**config.mk**
```make
export PLATFORM = sky130hd
export DESIGN_NAME = spg_top
export DESIGN_NICKNAME = d
export VERILOG_FILES = /design/src/common/spg_pkg.sv /design/src/core/spg_top.sv /design/src/core/spg_phase_tick.sv
export SDC_FILE = /design/constraint.sdc
export NUM_CORES = 1
export LEC_CHECK = 0
export BUFFER_PORTS_ARGS = -buffer_cell sky130_fd_sc_hd__buf_2
export CAP_MARGIN = 20
export CELL_PAD_IN_SITES_DETAIL_PLACEMENT = 0
export CELL_PAD_IN_SITES_GLOBAL_PLACEMENT = 1
export CORE_UTILIZATION = 46
export CTS_CLUSTER_SIZE = 8
export DETAILED_ROUTE_END_ITERATION = 10
export PLACE_DENSITY = 0.94
export REMOVE_ABC_BUFFERS = 1
export SLEW_MARGIN = 10
export SYNTH_ARGS = -nofsm -noshare
export SYNTH_HDL_FRONTEND = slang
export SYNTH_HIERARCHICAL = 1
export SYNTH_SLANG_ARGS = --single-unit
```
**constraint.sdc**
```tcl
create_clock -name pclk -period 4.8 [get_ports pclk]
set_input_delay 0 -clock pclk [delete_from_list [all_inputs] [get_ports pclk]]
set_output_delay 0 -clock pclk [all_outputs]
set_load 0.03 [all_outputs]
```
**src/common/spg_pkg.sv**
```systemverilog
// Functional notes
// - in multiplexed mode, address on shared lines is latched while strobe is high
// - the address strobe pin selects multiplexed or non-multiplexed host bus
// - host address capture needs chip select low; the address strobe sets multiplexed mode with chip select high too
// - pending interrupt asserts request pin, by default active low open drain
// - option makes the request pin active high push-pull
// - device is held in reset while the reset pin is low
// - addressing select 0 means direct, 1 means indirect register access
// - frame sync marks 8 kHz frames; driven or received depending on mode
// - frame data clock runs at twice the bit rate, 1.536 MHz in terminal mode
// - terminal mode bit clock equals data clock divided by 2
// - trunk mode bit clock is 1.536 MHz locked to line timing
// - network and line-side modes divide the incoming data clock by 2
// - downstream line carries downstream data through an open-drain driver
// - upstream line carries upstream data through an open-drain driver
// - two programmable strobes mark chosen time slots and/or signalling bits
// - terminal mode side pins 0 to 2 are register-controlled general I/O
// - other modes use side pins 0 to 2 as a 3-bit channel select
// - side pin 3 is general I/O read and set through registers
// - non-multiplexed indirect access uses only address bit zero
package spg_pkg;
  // link rates
  localparam longint PCLK_HZ = 25000000;
  localparam longint TE_DCL_HZ = 1536000;
  localparam longint LT_DCL_HZ = 3072000;
  localparam longint FRAME_HZ = 8000;
  localparam int ACC_W = 16;
  localparam logic [15:0] TE_INC = 16'((2 * TE_DCL_HZ * (longint'(1) << ACC_W)) / PCLK_HZ);
  localparam logic [15:0] LT_INC = 16'((2 * LT_DCL_HZ * (longint'(1) << ACC_W)) / PCLK_HZ);
  localparam logic [8:0] TE_FRAME_BITS = 9'(TE_DCL_HZ / 2 / FRAME_HZ);
  localparam logic [8:0] LT_FRAME_BITS = 9'(LT_DCL_HZ / 2 / FRAME_HZ);
  localparam logic [8:0] BIT_CNT_MAX = 9'h1FF;
  // signalling channel and data byte positions inside a channel
  localparam logic [1:0] DCH_BYTE = 2'h3;
  localparam logic [2:0] DCH_BITS = 3'h2;
  localparam logic [1:0] DATA_BYTE = 2'h0;
  // register offsets
  localparam logic [11:0] CTRL_OFS = 12'h000;
  localparam logic [11:0] STB1_OFS = 12'h004;
  localparam logic [11:0] STB2_OFS = 12'h008;
  localparam logic [11:0] DIR_OFS = 12'h00C;
  localparam logic [11:0] OUT_OFS = 12'h010;
  localparam logic [11:0] IN_OFS = 12'h014;
  localparam logic [11:0] TX_OFS = 12'h018;
  localparam logic [11:0] RX_OFS = 12'h01C;
  localparam logic [11:0] HOST_OFS = 12'h020;
  // field positions
  localparam int CTRL_MODE_LSB = 0;
  localparam int CTRL_PP_BIT = 2;
  localparam int CTRL_CH_LSB = 4;
  localparam int STB_DCH_BIT = 4;
  localparam int HOST_MUX_BIT = 8;
  localparam int HOST_IND_BIT = 9;
  // reset values
  localparam logic [6:0] CTRL_RST = 7'h00;
  localparam logic [4:0] STB_RST = 5'h00;
  localparam logic [3:0] DIR_RST = 4'h0;
  localparam logic [3:0] OUT_RST = 4'hF;
  localparam logic [7:0] TX_RST = 8'hFF;
  typedef enum logic [1:0] {SPG_TERMINAL, SPG_TRUNK, SPG_LINE_SIDE, SPG_NETWORK} spg_mode_t;
endpackage : spg_pkg

```
**src/core/spg_top.sv**
```systemverilog
`timescale 1ns/100ps
module spg_top (
  input wire logic pclk,
  input wire logic presetn,
  input wire logic psel,
  input wire logic penable,
  input wire logic pwrite,
  input wire logic [11:0] paddr,
  input wire logic [31:0] pwdata,
  output logic [31:0] prdata,
  output logic pready,
  output logic pslverr,
  input wire logic reset_in_n,
  input wire logic address_latch_enable,
  input wire logic chip_select_n,
  input wire logic [7:0] host_addr_data_in,
  input wire logic [7:0] host_address_in,
  input wire logic register_addressing_select,
  input wire logic interrupt_pending,
  output logic irq_out,
  output logic irq_oe_n,
  input wire logic line_timing_sync,
  input wire logic frame_sync_in,
  output logic frame_sync_out,
  output logic frame_sync_oe_n,
  input wire logic double_rate_clock_in,
  output logic double_rate_clock_out,
  output logic double_rate_clock_oe_n,
  output logic bit_rate_clock,
  input wire logic downstream_data_in,
  output logic downstream_data_out,
  output logic downstream_data_oe_n,
  input wire logic upstream_data_in,
  output logic upstream_data_out,
  output logic upstream_data_oe_n,
  output logic slot_strobe_one,
  output logic slot_strobe_two,
  input wire logic [3:0] side_port_pin_in,
  output logic [3:0] side_port_pin_out,
  output logic [3:0] side_port_pin_oe_n,
  output logic [2:0] channel_select
);
  logic [6:0] ctrl_r;
  logic [4:0] stb1_r;
  logic [4:0] stb2_r;
  logic [3:0] dir_r;
  logic [3:0] out_r;
  logic [3:0] in_r;
  logic [7:0] tx_r;
  logic [7:0] rx_r;
  logic [6:0] rx_shift_r;
  logic [7:0] host_addr_r;
  logic host_mux_r;
  logic [31:0] prdata_r;
  logic dcl_gen_r;
  logic dcl_prev_r;
  logic bclk_r;
  logic fs_prev_r;
  logic fs_seen_r;
  logic [8:0] bit_cnt_r;
  logic [8:0] bit_cnt_nxt;
  logic bit_start_d_r;
  logic fs_out_r;
  logic stb1_out_r;
  logic stb2_out_r;
  logic tx_active_r;
  logic tx_bit_r;
  logic irq_out_r;
  logic irq_oe_n_r;
  logic [3:0] side_oe_n_r;
  spg_pkg::spg_mode_t mode;
  logic is_terminal;
  logic drive_link;
  logic te_tick;
  logic lt_tick;
  logic gen_tick;
  logic dcl_src;
  logic dcl_rise;
  logic bit_start;
  logic bit_mid;
  logic fs_rise;
  logic [8:0] frame_bits;
  logic [2:0] sel_ch;
  logic in_ch;
  logic [1:0] byte_in_ch;
  logic [2:0] bit_in_byte;
  logic data_slot;
  logic rx_bit;
  logic irq_pp;
  logic [3:0] gpio_en;
  logic setup_ph;
  logic wr_en;
  logic addr_hit;
  logic [31:0] rd_mux;
  logic host_capture;
  logic [7:0] host_addr_nxt;

  // mode decode
  assign mode = spg_pkg::spg_mode_t'(ctrl_r[spg_pkg::CTRL_MODE_LSB +: 2]);
  assign is_terminal = (mode == spg_pkg::SPG_TERMINAL);
  assign drive_link = is_terminal || (mode == spg_pkg::SPG_TRUNK);
  assign irq_pp = ctrl_r[spg_pkg::CTRL_PP_BIT];
  assign frame_bits = is_terminal ? spg_pkg::TE_FRAME_BITS : spg_pkg::LT_FRAME_BITS;

  // data clock rate generators; the trunk one restarts on line timing
  spg_phase_tick #(.INC(spg_pkg::TE_INC)) u_te_tick (
    .pclk(pclk),
    .presetn(presetn),
    .enable(is_terminal && reset_in_n),
    .restart(1'b0),
    .tick(te_tick)
  );
  spg_phase_tick #(.INC(spg_pkg::LT_INC)) u_lt_tick (
    .pclk(pclk),
    .presetn(presetn),
    .enable((mode == spg_pkg::SPG_TRUNK) && reset_in_n),
    .restart(line_timing_sync),
    .tick(lt_tick)
  );

  // clock source and edge detection
  assign gen_tick = is_terminal ? te_tick : lt_tick;
  assign dcl_src = drive_link ? dcl_gen_r : double_rate_clock_in;
  assign dcl_rise = dcl_src && !dcl_prev_r;
  assign bit_start = dcl_rise && !bclk_r;
  assign bit_mid = dcl_rise && bclk_r;
  assign fs_rise = frame_sync_in && !fs_prev_r;

  // bit counter: wraps itself when driving, follows frame sync when receiving
  always_comb
  begin
    bit_cnt_nxt = bit_cnt_r;
    if (bit_start)
    begin
      if (drive_link)
        bit_cnt_nxt = (bit_cnt_r == frame_bits - 9'h001) ? 9'h000 : bit_cnt_r + 9'h001;
      else if (fs_seen_r)
        bit_cnt_nxt = 9'h000;
      else if (bit_cnt_r != spg_pkg::BIT_CNT_MAX)
        bit_cnt_nxt = bit_cnt_r + 9'h001;
    end
  end

  // slot position decode
  assign byte_in_ch = bit_cnt_r[4:3];
  assign bit_in_byte = bit_cnt_r[2:0];
  assign sel_ch = is_terminal ? ctrl_r[spg_pkg::CTRL_CH_LSB +: 3] : side_port_pin_in[2:0];
  assign in_ch = !bit_cnt_r[8] && (bit_cnt_r[7:5] == sel_ch);
  assign data_slot = in_ch && (byte_in_ch == spg_pkg::DATA_BYTE);
  assign rx_bit = is_terminal || (mode == spg_pkg::SPG_TRUNK) ? downstream_data_in
                                                                : upstream_data_in;

  // strobe match: selected bytes and optionally the signalling bits
  function automatic logic stb_hit(input logic [4:0] cfg, input logic chan,
                                   input logic [1:0] byt, input logic [2:0] bitp);
    stb_hit = chan && (cfg[byt] || (cfg[spg_pkg::STB_DCH_BIT] && (byt == spg_pkg::DCH_BYTE)
                                    && (bitp < spg_pkg::DCH_BITS)));
  endfunction : stb_hit

  // link clocking state
  always_ff @(posedge pclk or negedge presetn)
    if (!presetn)
    begin
      dcl_gen_r <= 1'b0;
      dcl_prev_r <= 1'b0;
      bclk_r <= 1'b0;
      fs_prev_r <= 1'b0;
      bit_start_d_r <= 1'b0;
    end
    else if (!reset_in_n)
    begin
      dcl_gen_r <= 1'b0;
      dcl_prev_r <= 1'b0;
      bclk_r <= 1'b0;
      fs_prev_r <= 1'b0;
      bit_start_d_r <= 1'b0;
    end
    else
    begin
      dcl_gen_r <= gen_tick ? !dcl_gen_r : dcl_gen_r;
      dcl_prev_r <= dcl_src;
      bclk_r <= dcl_rise ? !bclk_r : bclk_r;
      fs_prev_r <= frame_sync_in;
      bit_start_d_r <= bit_start;
    end

  // frame position and frame sync; a new sync beats the clear at bit start
  always_ff @(posedge pclk or negedge presetn)
    if (!presetn)
    begin
      bit_cnt_r <= 9'h000;
      fs_seen_r <= 1'b0;
      fs_out_r <= 1'b0;
    end
    else if (!reset_in_n)
    begin
      bit_cnt_r <= 9'h000;
      fs_seen_r <= 1'b0;
      fs_out_r <= 1'b0;
    end
    else
    begin
      bit_cnt_r <= bit_cnt_nxt;
      fs_seen_r <= fs_rise || (fs_seen_r && !bit_start);
      if (bit_start)
        fs_out_r <= drive_link && (bit_cnt_nxt == 9'h000);
    end

  // strobes and transmit bit, updated just after each bit start
  always_ff @(posedge pclk or negedge presetn)
    if (!presetn)
    begin
      stb1_out_r <= 1'b0;
      stb2_out_r <= 1'b0;
      tx_active_r <= 1'b0;
      tx_bit_r <= 1'b1;
    end
    else if (!reset_in_n)
    begin
      stb1_out_r <= 1'b0;
      stb2_out_r <= 1'b0;
      tx_active_r <= 1'b0;
      tx_bit_r <= 1'b1;
    end
    else if (bit_start_d_r)
    begin
      stb1_out_r <= stb_hit(stb1_r, in_ch, byte_in_ch, bit_in_byte);
      stb2_out_r <= stb_hit(stb2_r, in_ch, byte_in_ch, bit_in_byte);
      tx_active_r <= data_slot;
      tx_bit_r <= tx_r[3'h7 - bit_in_byte];
    end

  // receive byte sampled mid bit
  always_ff @(posedge pclk or negedge presetn)
    if (!presetn)
    begin
      rx_shift_r <= 7'h00;
      rx_r <= 8'h00;
    end
    else if (!reset_in_n)
    begin
      rx_shift_r <= 7'h00;
      rx_r <= 8'h00;
    end
    else if (bit_mid && data_slot)
    begin
      rx_shift_r <= {rx_shift_r[5:0], rx_bit};
      if (bit_in_byte == 3'h7)
        rx_r <= {rx_shift_r, rx_bit};
    end

  // host port address capture, gated by chip select
  assign host_capture = !chip_select_n && (!host_mux_r || address_latch_enable);
  assign host_addr_nxt = host_mux_r ? host_addr_data_in :
                         register_addressing_select ? {7'h00, host_address_in[0]} :
                         host_address_in;

  always_ff @(posedge pclk or negedge presetn)
    if (!presetn)
    begin
      host_mux_r <= 1'b0;
      host_addr_r <= 8'h00;
    end
    else if (!reset_in_n)
    begin
      host_mux_r <= 1'b0;
      host_addr_r <= 8'h00;
    end
    else
    begin
      host_mux_r <= host_mux_r || address_latch_enable;
      if (host_capture)
        host_addr_r <= host_addr_nxt;
    end

  // pin drivers: open drain only pulls low
  assign gpio_en = {1'b1, {3{is_terminal}}};
  always_ff @(posedge pclk or negedge presetn)
    if (!presetn)
    begin
      irq_out_r <= 1'b0;
      irq_oe_n_r <= 1'b1;
      side_oe_n_r <= 4'hF;
      in_r <= 4'h0;
    end
    else
    begin
      irq_out_r <= irq_pp && interrupt_pending && reset_in_n;
      irq_oe_n_r <= irq_pp ? !reset_in_n : !(interrupt_pending && reset_in_n);
      side_oe_n_r <= ~(gpio_en & dir_r & ~out_r);
      in_r <= side_port_pin_in;
    end

  // APB slave: read data captured in setup, zero wait states
  assign setup_ph = psel && !penable;
  assign wr_en = psel && penable && pwrite && reset_in_n;
  assign addr_hit = (paddr == spg_pkg::CTRL_OFS) || (paddr == spg_pkg::STB1_OFS) ||
                    (paddr == spg_pkg::STB2_OFS) || (paddr == spg_pkg::DIR_OFS) ||
                    (paddr == spg_pkg::OUT_OFS) || (paddr == spg_pkg::IN_OFS) ||
                    (paddr == spg_pkg::TX_OFS) || (paddr == spg_pkg::RX_OFS) ||
                    (paddr == spg_pkg::HOST_OFS);
  assign rd_mux = (paddr == spg_pkg::CTRL_OFS) ? {25'h0, ctrl_r} :
                  (paddr == spg_pkg::STB1_OFS) ? {27'h0, stb1_r} :
                  (paddr == spg_pkg::STB2_OFS) ? {27'h0, stb2_r} :
                  (paddr == spg_pkg::DIR_OFS) ? {28'h0, dir_r} :
                  (paddr == spg_pkg::OUT_OFS) ? {28'h0, out_r} :
                  (paddr == spg_pkg::IN_OFS) ? {28'h0, in_r} :
                  (paddr == spg_pkg::TX_OFS) ? {24'h0, tx_r} :
                  (paddr == spg_pkg::RX_OFS) ? {24'h0, rx_r} :
                  (paddr == spg_pkg::HOST_OFS) ? {22'h0, register_addressing_select,
                                                  host_mux_r, host_addr_r} : 32'h0;

  always_ff @(posedge pclk or negedge presetn)
    if (!presetn)
      prdata_r <= 32'h0;
    else if (setup_ph)
      prdata_r <= rd_mux;

  // software registers, held at their reset values while the reset pin is low
  always_ff @(posedge pclk or negedge presetn)
    if (!presetn)
    begin
      ctrl_r <= spg_pkg::CTRL_RST;
      stb1_r <= spg_pkg::STB_RST;
      stb2_r <= spg_pkg::STB_RST;
      dir_r <= spg_pkg::DIR_RST;
      out_r <= spg_pkg::OUT_RST;
      tx_r <= spg_pkg::TX_RST;
    end
    else if (!reset_in_n)
    begin
      ctrl_r <= spg_pkg::CTRL_RST;
      stb1_r <= spg_pkg::STB_RST;
      stb2_r <= spg_pkg::STB_RST;
      dir_r <= spg_pkg::DIR_RST;
      out_r <= spg_pkg::OUT_RST;
      tx_r <= spg_pkg::TX_RST;
    end
    else if (wr_en)
    begin
      if (paddr == spg_pkg::CTRL_OFS)
        ctrl_r <= pwdata[6:0];
      if (paddr == spg_pkg::STB1_OFS)
        stb1_r <= pwdata[4:0];
      if (paddr == spg_pkg::STB2_OFS)
        stb2_r <= pwdata[4:0];
      if (paddr == spg_pkg::DIR_OFS)
        dir_r <= pwdata[3:0];
      if (paddr == spg_pkg::OUT_OFS)
        out_r <= pwdata[3:0];
      if (paddr == spg_pkg::TX_OFS)
        tx_r <= pwdata[7:0];
    end

  // output wiring
  assign prdata = prdata_r;
  assign pready = 1'b1;
  assign pslverr = psel && penable && !addr_hit;
  assign irq_out = irq_out_r;
  assign irq_oe_n = irq_oe_n_r;
  assign frame_sync_out = fs_out_r;
  assign frame_sync_oe_n = !(drive_link && reset_in_n);
  assign double_rate_clock_out = dcl_gen_r;
  assign double_rate_clock_oe_n = !(drive_link && reset_in_n);
  assign bit_rate_clock = bclk_r;
  assign downstream_data_out = 1'b0;
  assign downstream_data_oe_n = !(tx_active_r && !tx_bit_r && !drive_link);
  assign upstream_data_out = 1'b0;
  assign upstream_data_oe_n = !(tx_active_r && !tx_bit_r && drive_link);
  assign slot_strobe_one = stb1_out_r;
  assign slot_strobe_two = stb2_out_r;
  assign side_port_pin_out = 4'h0;
  assign side_port_pin_oe_n = side_oe_n_r;
  assign channel_select = sel_ch;
endmodule : spg_top

```
**src/core/spg_phase_tick.sv**
```systemverilog
`timescale 1ns/100ps
module spg_phase_tick #(
  parameter logic [15:0] INC = 16'h0001
) (
  input wire logic pclk,
  input wire logic presetn,
  input wire logic enable,
  input wire logic restart,
  output logic tick
);
  logic [15:0] acc_r;
  logic tick_r;
  logic [16:0] sum;

  // phase accumulator, carry out is the rate pulse
  assign sum = {1'b0, acc_r} + {1'b0, INC};
  assign tick = tick_r;

  always_ff @(posedge pclk or negedge presetn)
    if (!presetn)
    begin
      acc_r <= 16'h0000;
      tick_r <= 1'b0;
    end
    else if (restart || !enable)
    begin
      acc_r <= 16'h0000;
      tick_r <= 1'b0;
    end
    else
    begin
      acc_r <= sum[15:0];
      tick_r <= sum[16];
    end
endmodule : spg_phase_tick

```
==> results.yml, run 1 <==
run_status:
  status: "completed"
critical_path:
  arrival_ns: 3.20
  endpoint_kind: "flip-flop"
  start_kind: "flip-flop"
  critPathRequiredTime_ns: 5.09
  cp_max_fo: 8
  r2r_slack_ns: 1.89
  r2r_end: "frame_sync_out"
  regToRegStartpoint: "bit_cnt_r[0]"
  cp-endpoint: "frame_sync_out"
  setup.worst_path.start: "bit_cnt_r[0]"
  reg2reg_depth: 13
  path_class: "flip-flop to flip-flop"
yosys:
  yosysWarningCount: 6
  synth_common_cells: "dfrtp_1, nand2_1, mux2i_1"
  synth_area_per_cell_sq_um: 9.810
  ys_ff_latch: 130
  synth.distinct_cells: 73
  synth_seq_area_share_pct: 45.49
  synth-async-reset-ratio_pct: 100.0
  yosysTopAreaCell: "dfrtp_1"
  yosysMostFrequentCell: "dfrtp_1"
  synthCells: 734
  synth_top_area_share_pct: 38.92
  synthesis.area_sq_um: 7201
  synth_ff_type: "dfrtp_1"
  synth_enable_flop_cells: 0
  synthTopCellsByArea: "dfrtp_1, dfstp_2, mux2i_1, nand2_1, buf_4"
cells_and_area:
  multi_input_area_sq_um: 3605
  regArea_sq_um: 3276
  syn_to_final_growth_pct: 20.97
  drive_gt1_share_pct: 20.07
  final_cell_area_sq_um: 8711
  diodes: 0
  nNetsFinal: 919
  n_fill_cell: 1295
route:
  dr.pass1.iters: 5
  initialDrtViolationCount: 395
  drtAntennaViolNets: 0
  drc_errors: 0
  vias_per_cell: 5.381
  dr_total_vias: 5693
  post_drt_wl_per_cell_um: 16.08
  routed_wirelength_um: 17010
pwr:
  peakVddDrop_mv: 0.2601
  powerDensity_nw_per_um2: 333.1
  power_leakage_nw: 4.040
hold_path:
  hold_class: "input port to flip-flop"
clock_network:
  clock_sinks: 130
  post_cts_buffers: 0
  htreeDepth: 4
  cts_resized: 0
  clk_pin_slew_ns: 0.05
  clk_latency_ns: 0.42
  cts_hold_buf: 34
  cts.path.max_buffers: 2
  tritoncts: "yes"
  root_buffer: "clkbuf_16"
  cts_buffers: 17
placed_design:
  hpwl_um: 11420
  place.gp.congestion: 0.8178
  io_buffers: 83
  placed_area_sq_um: 7615
die:
  coreArea_sq_um: 15260
  rows: 45
  dieArea_sq_um: 16160
  io_pins: 137
  die_h_um: 127.1
  die_w_um: 127.1
  start_util_pct: 47.19
timing:
  hold_viol: 0
  fin_skew_ns: 0.007122
  period_share_pct: 60.56
  tightestPinTransition_ns: 0.8026
  finalMaxSlewViolations: 0
  finalSetupTns_ns: 0
  slew_headroom_pct: 46.49
  finalCriticalPeriod_ns: 2.907
  setup_viol: 0
  fmax_mhz: 344.0
  rsz0062_at_grt: "no"
global_route:
  grt_pass1_wl_um: 27530
  antenna_found_initial: 0
  overflow: 0
  grt_pass1_vias: 5527
  grt_max_degree: 88
  grt.total_usage_pct: 21.79
flow_run:
  cap_viol_max_count: 0
cells in the final DEF (no fill, tap or decap), types with 8 or more instances in the layout:
master,synthesis,layout
dfrtp_1,112,112
nand2_1,86,86
buf_2,3,82
mux2i_1,45,45
nor2_1,42,42
dlygate4sd3_1,0,35
nor2b_1,34,34
o21ai_0,34,34
conb_1,2,31
a21oi_1,25,25
nand3_1,21,21
dfstp_2,18,18
clkbuf_16,0,17
nand2b_1,15,15
nor3_1,14,14
xnor2_1,12,12
and3_1,11,11
xor2_1,11,11
and2_1,10,10
a21o_1,10,10
a22oi_1,10,10
inv_1,9,9
o211a_1,9,9
a32oi_1,8,8
o31ai_1,8,8
cells by family (layout without fill, tap and decap cells):
kind of cell / after synthesis / count (layout) / share of synthesized area [%]
AOI/OAI and AO/OA: 153 / 153 / 14.42
xor gates and xnor gates: 23 / 23 / 2.798
adders and majority gates: 6 / 6 / 1.043
buffers and inverters: 80 / 164 / 5.960
DFF: 130 / 130 / 45.49
muxes: 56 / 56 / 8.601
other: 2 / 31 / 0.1043
and+or+nand+nor: 284 / 284 / 21.58
cell type report:
class / count / share of cell area (%)
inverter: 10 / 0.4309
multi-input combinational: 553 / 41.38
timing repair buffer: 122 / 9.394
sequential: 130 / 37.60
clock buffer: 23 / 5.602
tap: 211 / 3.031
clock inverter: 9 / 2.557
state kept, by name, indices dropped and copies added (netlist names), 5 cells and up:
signal,count
prdata,10
ctrl_r,7
stb1_r,5
rx_r,8
rx_shift_r,7
host_addr_r,8
u_lt_tick/acc_r,15
u_te_tick/acc_r,16
stb2_r,5
bit_cnt_r,9
tx_r,8
routing by layer:
| layer | wire (um) | vias up | GRT usage [%] |
|---|---|---|---|
| met1 | 7525 | 2788 | 27.39 |
| met4 | 362 | 0 | 8.053 |
| met3 | 768 | 27 | 4.564 |
| met2 | 8352 | 151 | 37.07 |
| li1 | - | 2727 | - |
| met5 | 0 | - | 0 |
worst min-delay path by stage:
stage | start | end | slack, ns | cells past startpoint
after global placement | side_port_pin_in[3] | in_r[3] | 0.11 | 1
after floorplan | presetn | bit_cnt_r[0] | -0.30 | 0
after detailed placement | side_port_pin_in[3] | in_r[3] | 0.11 | 1
final | upstream_data_in | rx_shift_r[0] | 0.002 | 4
after CTS | upstream_data_in | rx_shift_r[0] | 0.0006 | 4
after global routing | presetn | host_addr_r[7] | 0.04 | 2
report_power, final:
| group | leakage, nW | switching (mW) | internal (mW) |
|---|---|---|---|
| combinational | 1.97 | 0.141 | 0.0873 |
| sequential | 1.73 | 0.0158 | 1.12 |
| clock | 0.344 | 0.461 | 1.08 |
| total | 4.04 | 0.618 | 2.28 |
metrics by stage:
stage	std cells	hold slack (ns)	power, mW	util, %	setup WS [ns]
finish	1058	0.001878	2.902	57.09	1.893
CTS	1055	0.0006201	2.914	56.79	1.872
global route	1058	0.03539	2.988	57.09	1.628
detailed placement	989	0.1119	1.348	49.91	1.901
global placement	989	0.1139	1.345	49.91	1.982
floorplan	693	-0.2956	1.255	-	2.325
worst max-delay path, stage by stage (launching register included):
cell	delay (ns)
dfrtp_1	0.49
ha_1	0.28
and3_1	0.20
nand3_1	0.12
inv_1	0.06
nand3_1	0.11
inv_1	0.06
ha_1	0.23
o21a_1	0.18
nor3_1	0.11
a21boi_1	0.48
nand4_1	0.16
mux2i_1	0.18
o21ai_0	0.12
Power figures use the tool's default switching activity.
==> run 2: changes to the inputs <==
--- a/config.mk
+++ b/config.mk
@@ -9,10 +9,10 @@
 export CAP_MARGIN = 20
 export CELL_PAD_IN_SITES_DETAIL_PLACEMENT = 0
 export CELL_PAD_IN_SITES_GLOBAL_PLACEMENT = 1
-export CORE_UTILIZATION = 46
+export CORE_UTILIZATION = 43
 export CTS_CLUSTER_SIZE = 8
 export DETAILED_ROUTE_END_ITERATION = 10
-export PLACE_DENSITY = 0.94
+export PLACE_DENSITY = 0.9
 export REMOVE_ABC_BUFFERS = 1
 export SLEW_MARGIN = 10
 export SYNTH_ARGS = -nofsm -noshare
==> constraint.sdc (replaced) <==
create_clock -name pclk -period 2.9 [get_ports pclk]
set_input_delay 0 -clock pclk [delete_from_list [all_inputs] [get_ports pclk]]
set_output_delay 0 -clock pclk [all_outputs]
set_load 0.03 [all_outputs]
==> results.yml, run 2 (synthesis results as in run 1) <==
run_status:
  status: "completed"
timing:
  finalMaxSlewViolations: 0
  finalSetupTns_ns: 0
  rsz0062_at_grt: "no"
  hold_viol: 0
  tightestPinTransition_ns: 0.7827
  period_share_pct: 90.28
  fmax_mhz: 382.0
  fin_skew_ns: 0.007894
  timing.hold.ws_ns: 0.01636
  finalCriticalPeriod_ns: 2.618
  slew_headroom_pct: 47.82
  setup_viol: 0
  fin_ws_ns: 0.2820
route:
  dr.pass1.iters: 5
  initialDrtViolationCount: 469
  post_drt_wl_per_cell_um: 15.94
  dr_total_vias: 5763
  routed_wirelength_um: 17130
  drtAntennaViolNets: 0
  vias_per_cell: 5.361
  drc_errors: 0
cells_and_area:
  final_cells: 1075
  syn_to_final_growth_pct: 19.57
  largest_register: "u_te_tick/acc_r"
  final_cell_area_sq_um: 8610
  mostFrequentLayoutCells: "dfrtp_1, nand2_1, buf_2"
  largest_reg_flops: 16
  n_fill_cell: 1474
  diodes: 0
  drive_gt1_share_pct: 20.61
  nNetsFinal: 931
  final_common_cell: "dfrtp_1"
placed_design:
  hpwl_um: 11650
  placed_area_sq_um: 7739
  place.gp.congestion: 0.8322
  dp_cells: 1008
  io_buffers: 83
  post-place-ws_ns: 0.3331
hold_path:
  holdPathStages: 4
  hold_class: "input port to flip-flop"
critical_path:
  path_class: "flip-flop to flip-flop"
  crit_slowest_cell: "dfrtp_1"
  cp_max_fo: 4
  reg2reg_depth: 13
  critPathRequiredTime_ns: 3.20
  arrival_ns: 2.92
  critical_path.max_stage_delay_ns: 0.38
  cp_cell_sequence: "ha_1 > and3_1 > nand3_1 > inv_1 > nand3_1 > inv_1 > ha_1 > o21a_1 > nor3_1 > a21boi_1 > nand4_1 > mux2i_1 > o21ai_0"
  start_kind: "flip-flop"
  endpoint_kind: "flip-flop"
die:
  die_w_um: 131.4
  die_h_um: 131.4
  coreArea_sq_um: 16120
  dieArea_sq_um: 17270
  start_util_pct: 44.68
  io_pins: 137
  rows: 46
clock_network:
  clock_sinks: 130
  root_buffer: "clkbuf_16"
  cts_buffers: 17
  cts_resized: 0
  clk_pin_slew_ns: 0.06
  clk_latency_ns: 0.43
  htreeDepth: 4
  tritoncts: "yes"
  cts.path.max_buffers: 2
global_route:
  grt_max_degree: 88
  overflow: 0
  antenna_found_initial: 0
  grt_pass1_wl_um: 28700
  grt.total_usage_pct: 20.92
  grt_pass1_vias: 5689
pwr:
  power_leakage_nw: 4.011
  peakVddDrop_mv: 0.4193
  powerDensity_nw_per_um2: 482.9
flow_run:
  cap_viol_max_count: 0
[run 2: path summary, 6_finish.rpt]
check                            startpoint                     to  slack [ns]
min reg2reg                        dir_r[3]  side_port_pin_oe_n[3]        0.44
max in group asynchronous           presetn     u_lt_tick/acc_r[1]        1.87
min                        upstream_data_in                rx_r[0]        0.02
min in group asynchronous           presetn         host_addr_r[4]        0.13
max                            bit_cnt_r[0]         frame_sync_out        0.28
max reg2reg                    bit_cnt_r[0]         frame_sync_out        0.28
[run 2: area by class of cell]
type                       count  area, sq um  area share (%)
clock buffer                  27        493.0           5.726
multi-input combinational    553         3605           41.87
inverter                      10        37.54          0.4360
tap                          216        270.3           3.139
sequential                   130         3276           38.05
timing repair buffer         134        900.9           10.46
clock inverter                 5        27.53          0.3197
[run 2: power by group]
group / total [mW] / internal, mW / switching [mW]
sequential: 1.87 / 1.85 / 0.0264
combinational: 0.377 / 0.144 / 0.233
clock: 1.91 / 1.15 / 0.756
total: 4.16 / 3.14 / 1.02
[run 2: through the flow]
step / power (mW) / utilization [%]
2_1_floorplan: 2.077 / -
3_3_place_gp: 2.234 / 48.02
3_5_place_dp: 2.237 / 48.02
4_1_cts: 4.188 / 53.42
5_1_grt: 4.304 / 53.42
6_report: 4.158 / 53.42
[run 2: routing by layer]
metal	wire [um]	global-route usage (%)	up-vias
met1	7550	26.50	2802
met3	968	4.668	27
met4	320	8.786	0
li1	-	-	2766
met2	8293	34.36	168
met5	0	0	-
[run 2: repair_timing]
item,in CTS,in global routing
hold endpoints to repair,106,0
hold buffers,35,0
setup buffers,0,0
[run 2: critical path, delay by kind of cell, from the launching register on]
family | cells | cell delay, ns
buffers and inverters | 2 | 0.12
and+or+nand+nor | 5 | 0.72
muxes | 1 | 0.21
adders and majority gates | 2 | 0.45
DFF | 1 | 0.38
AOI/OAI and AO/OA | 3 | 0.59
==> run 3: changes to the inputs <==
--- a/config.mk
+++ b/config.mk
@@ -5,14 +5,16 @@
 export SDC_FILE = /design/constraint.sdc
 export NUM_CORES = 1
 export LEC_CHECK = 0
+export ABC_AREA = 1
 export BUFFER_PORTS_ARGS = -buffer_cell sky130_fd_sc_hd__buf_2
 export CAP_MARGIN = 20
 export CELL_PAD_IN_SITES_DETAIL_PLACEMENT = 0
 export CELL_PAD_IN_SITES_GLOBAL_PLACEMENT = 1
-export CORE_UTILIZATION = 43
+export CORE_ASPECT_RATIO = 2
+export CORE_UTILIZATION = 35
 export CTS_CLUSTER_SIZE = 8
 export DETAILED_ROUTE_END_ITERATION = 10
-export PLACE_DENSITY = 0.9
+export PLACE_DENSITY = 0.8
 export REMOVE_ABC_BUFFERS = 1
 export SLEW_MARGIN = 10
 export SYNTH_ARGS = -nofsm -noshare
==> results.yml, run 3 <==
timing:
  slew_headroom_pct: 53.50
  setup_viol: 0
  fin_ws_ns: 0.3965
  rsz0062_at_grt: "no"
  finalMaxSlewViolations: 0
  fmax_mhz: 399.4
  timing.hold.ws_ns: 0.007548
  tightestPinTransition_ns: 0.6976
  fin_skew_ns: 0.006841
  finalCriticalPeriod_ns: 2.503
  finalSetupTns_ns: 0
  hold_viol: 0
  period_share_pct: 86.33
critical_path:
  cp_max_fo: 10
  endpoint_kind: "flip-flop"
  critPathRequiredTime_ns: 3.27
  path_class: "flip-flop to flip-flop"
  start_kind: "flip-flop"
  arrival_ns: 2.87
cells_and_area:
  nNetsFinal: 1177
  largest_reg_flops: 16
  drive_gt1_share_pct: 17.47
  largest_register: "u_te_tick/acc_r"
  syn_to_final_growth_pct: 22.75
  final_cells: 1371
  diodes: 0
  final_common_cell: "nand2_1"
  mostFrequentLayoutCells: "nand2_1, inv_1, nor2_1"
global_route:
  met2_usage_pct: 41.01
  grt_max_degree: 57
  met1_usage_pct: 18.89
  antenna_found_initial: 0
  grt_pass1_wl_um: 32950
  grt.total_usage_pct: 20.40
  grt_util_met3_pct: 3.168
  overflow: 0
  grt-busiest-layer: "met2"
  grt_pass1_vias: 6462
clock_network:
  htreeDepth: 4
  clk_latency_ns: 0.43
  cts_resized: 0
  clock_sinks: 130
  cts.path.max_buffers: 2
  clk_pin_slew_ns: 0.06
  root_buffer: "clkbuf_16"
  cts_buffers: 17
  tritoncts: "yes"
route:
  vias_per_cell: 4.769
  post_drt_wl_per_cell_um: 14.94
  dr.pass1.iters: 5
  initialDrtViolationCount: 276
  routed_wirelength_um: 20480
  drc_errors: 0
  drtAntennaViolNets: 0
  dr_total_vias: 6538
pwr:
  powerDensity_nw_per_um2: 546.6
  power_leakage_nw: 4.495
  peakVddDrop_mv: 0.2671
yosys:
  synthTopCellsByArea: "dfrtp_1, nand2_1, dfstp_2, inv_1, nor2_1"
  yosysTopAreaCell: "dfrtp_1"
  yosysWarningCount: 6
  synth_common_cells: "nand2_1, inv_1, nor2_1"
  synth_ff_type: "dfrtp_1"
  synth_top_area_share_pct: 38.70
  synth.distinct_cells: 48
  synth_area_per_cell_sq_um: 7.520
  synthCells: 963
  synth_enable_flop_cells: 0
  synthesis.area_sq_um: 7242
  ys_ff_latch: 130
  yosysMostFrequentCell: "nand2_1"
  synth-async-reset-ratio_pct: 100.0
  synth_seq_area_share_pct: 45.23
placed_design:
  post-place-ws_ns: 0.3888
  place.gp.congestion: 0.9196
  io_buffers: 83
  dp_cells: 1303
  hpwl_um: 15760
die:
  coreArea_sq_um: 20370
  dieArea_sq_um: 21310
  rows: 74
  io_pins: 137
  die_h_um: 205.4
  start_util_pct: 35.55
  die_w_um: 103.7
hold_path:
  hold_class: "input port to flip-flop"
flow_run:
  cap_viol_max_count: 0
run_status:
  status: "completed"
==> run 3: cell count changes after synthesis, sizes merged, moves of 34 or more <==
cell,previous run,this run
a21oi,25,59
inv,9,128
nand2,89,240
mux2i,45,2
nor2b,34,0
o21ai,35,83
nor2,45,129
nand3,22,79
==> run 3: worst paths after layout <==
check,startpoint,to,slack [ns],depth (start not counted)
max,bit_cnt_r[0],frame_sync_out,0.40,18
max reg2reg,bit_cnt_r[0],frame_sync_out,0.40,18
min in group asynchronous,presetn,u_te_tick/acc_r[0],0.06,2
max in group asynchronous,presetn,host_addr_r[3],2.08,3
min,paddr[5],prdata[9],0.008,5
min reg2reg,dir_r[3],side_port_pin_oe_n[3],0.43,1
==> run 3: critical path: stages, from the launching register on <==
cell     delay [ns]
dfrtp_1        0.52
ha_1           0.28
nand2_1        0.09
nor2_1         0.15
nand2_1        0.09
nor2_1         0.12
nand2_1        0.09
inv_1          0.07
ha_1           0.21
nand2_1        0.09
nand4_1        0.08
nand2_1        0.05
nand2_1        0.09
nand3_1        0.07
nor2_1         0.14
nand2_1        0.08
nor2_1         0.10
nand3_1        0.07
nand2_1        0.06
==> run 3: cell families (layout without fill, tap and decap cells) <==
logic type / count (synthesis) / count (layout) / share of synthesized area [%]
DFF: 130 / 130 / 45.23
AOI/OAI and AO/OA: 174 / 174 / 13.25
and+or+nand+nor: 468 / 468 / 28.35
buffers and inverters: 177 / 291 / 11.26
other: 2 / 30 / 0.1037
adders and majority gates: 6 / 6 / 1.037
xor gates and xnor gates: 4 / 4 / 0.4838
muxes: 2 / 2 / 0.2764
==> run 3: cell type report <==
| class | instances | area [sq um] |
|---|---|---|
| inverters | 128 | 483.0 |
| flip-flops and latches | 130 | 3276 |
| clock inverters | 15 | 232.7 |
| multi-input cells | 684 | 3256 |
| clock buffers | 17 | 425.4 |
| well taps | 266 | 332.8 |
| repair buffers | 131 | 884.6 |
| fillers | 2140 | 11480 |
==> run 3: report_power, final <==
group	total, mW	internal [mW]	switching, mW
combinational	0.493	0.163	0.330
sequential	1.95	1.89	0.0570
clock	2.42	1.54	0.881
==> run 3: per-layer routing <==
layer  vias up  part of all wire, %
li1       3298                    -
met1      3039                   36
met2       149                   57
met3        52                  2.8
met4         0                  4.6
met5         -                    0
==> run 3: per-stage QoR <==
step	cell area, sq um	utilization (%)	total power, mW
after floorplan	7014	-	2.240
after global placement	7871	38.64	2.431
after detailed placement	7871	38.64	2.437
after CTS	8890	43.64	4.910
after global routing	8890	43.64	5.040
final	8890	43.64	4.859
==> run 3: timing repair <==
action                    in CTS  in global routing
hold buffers                  36                  0
hold endpoints to repair     153                  0
setup buffers                  0                  0
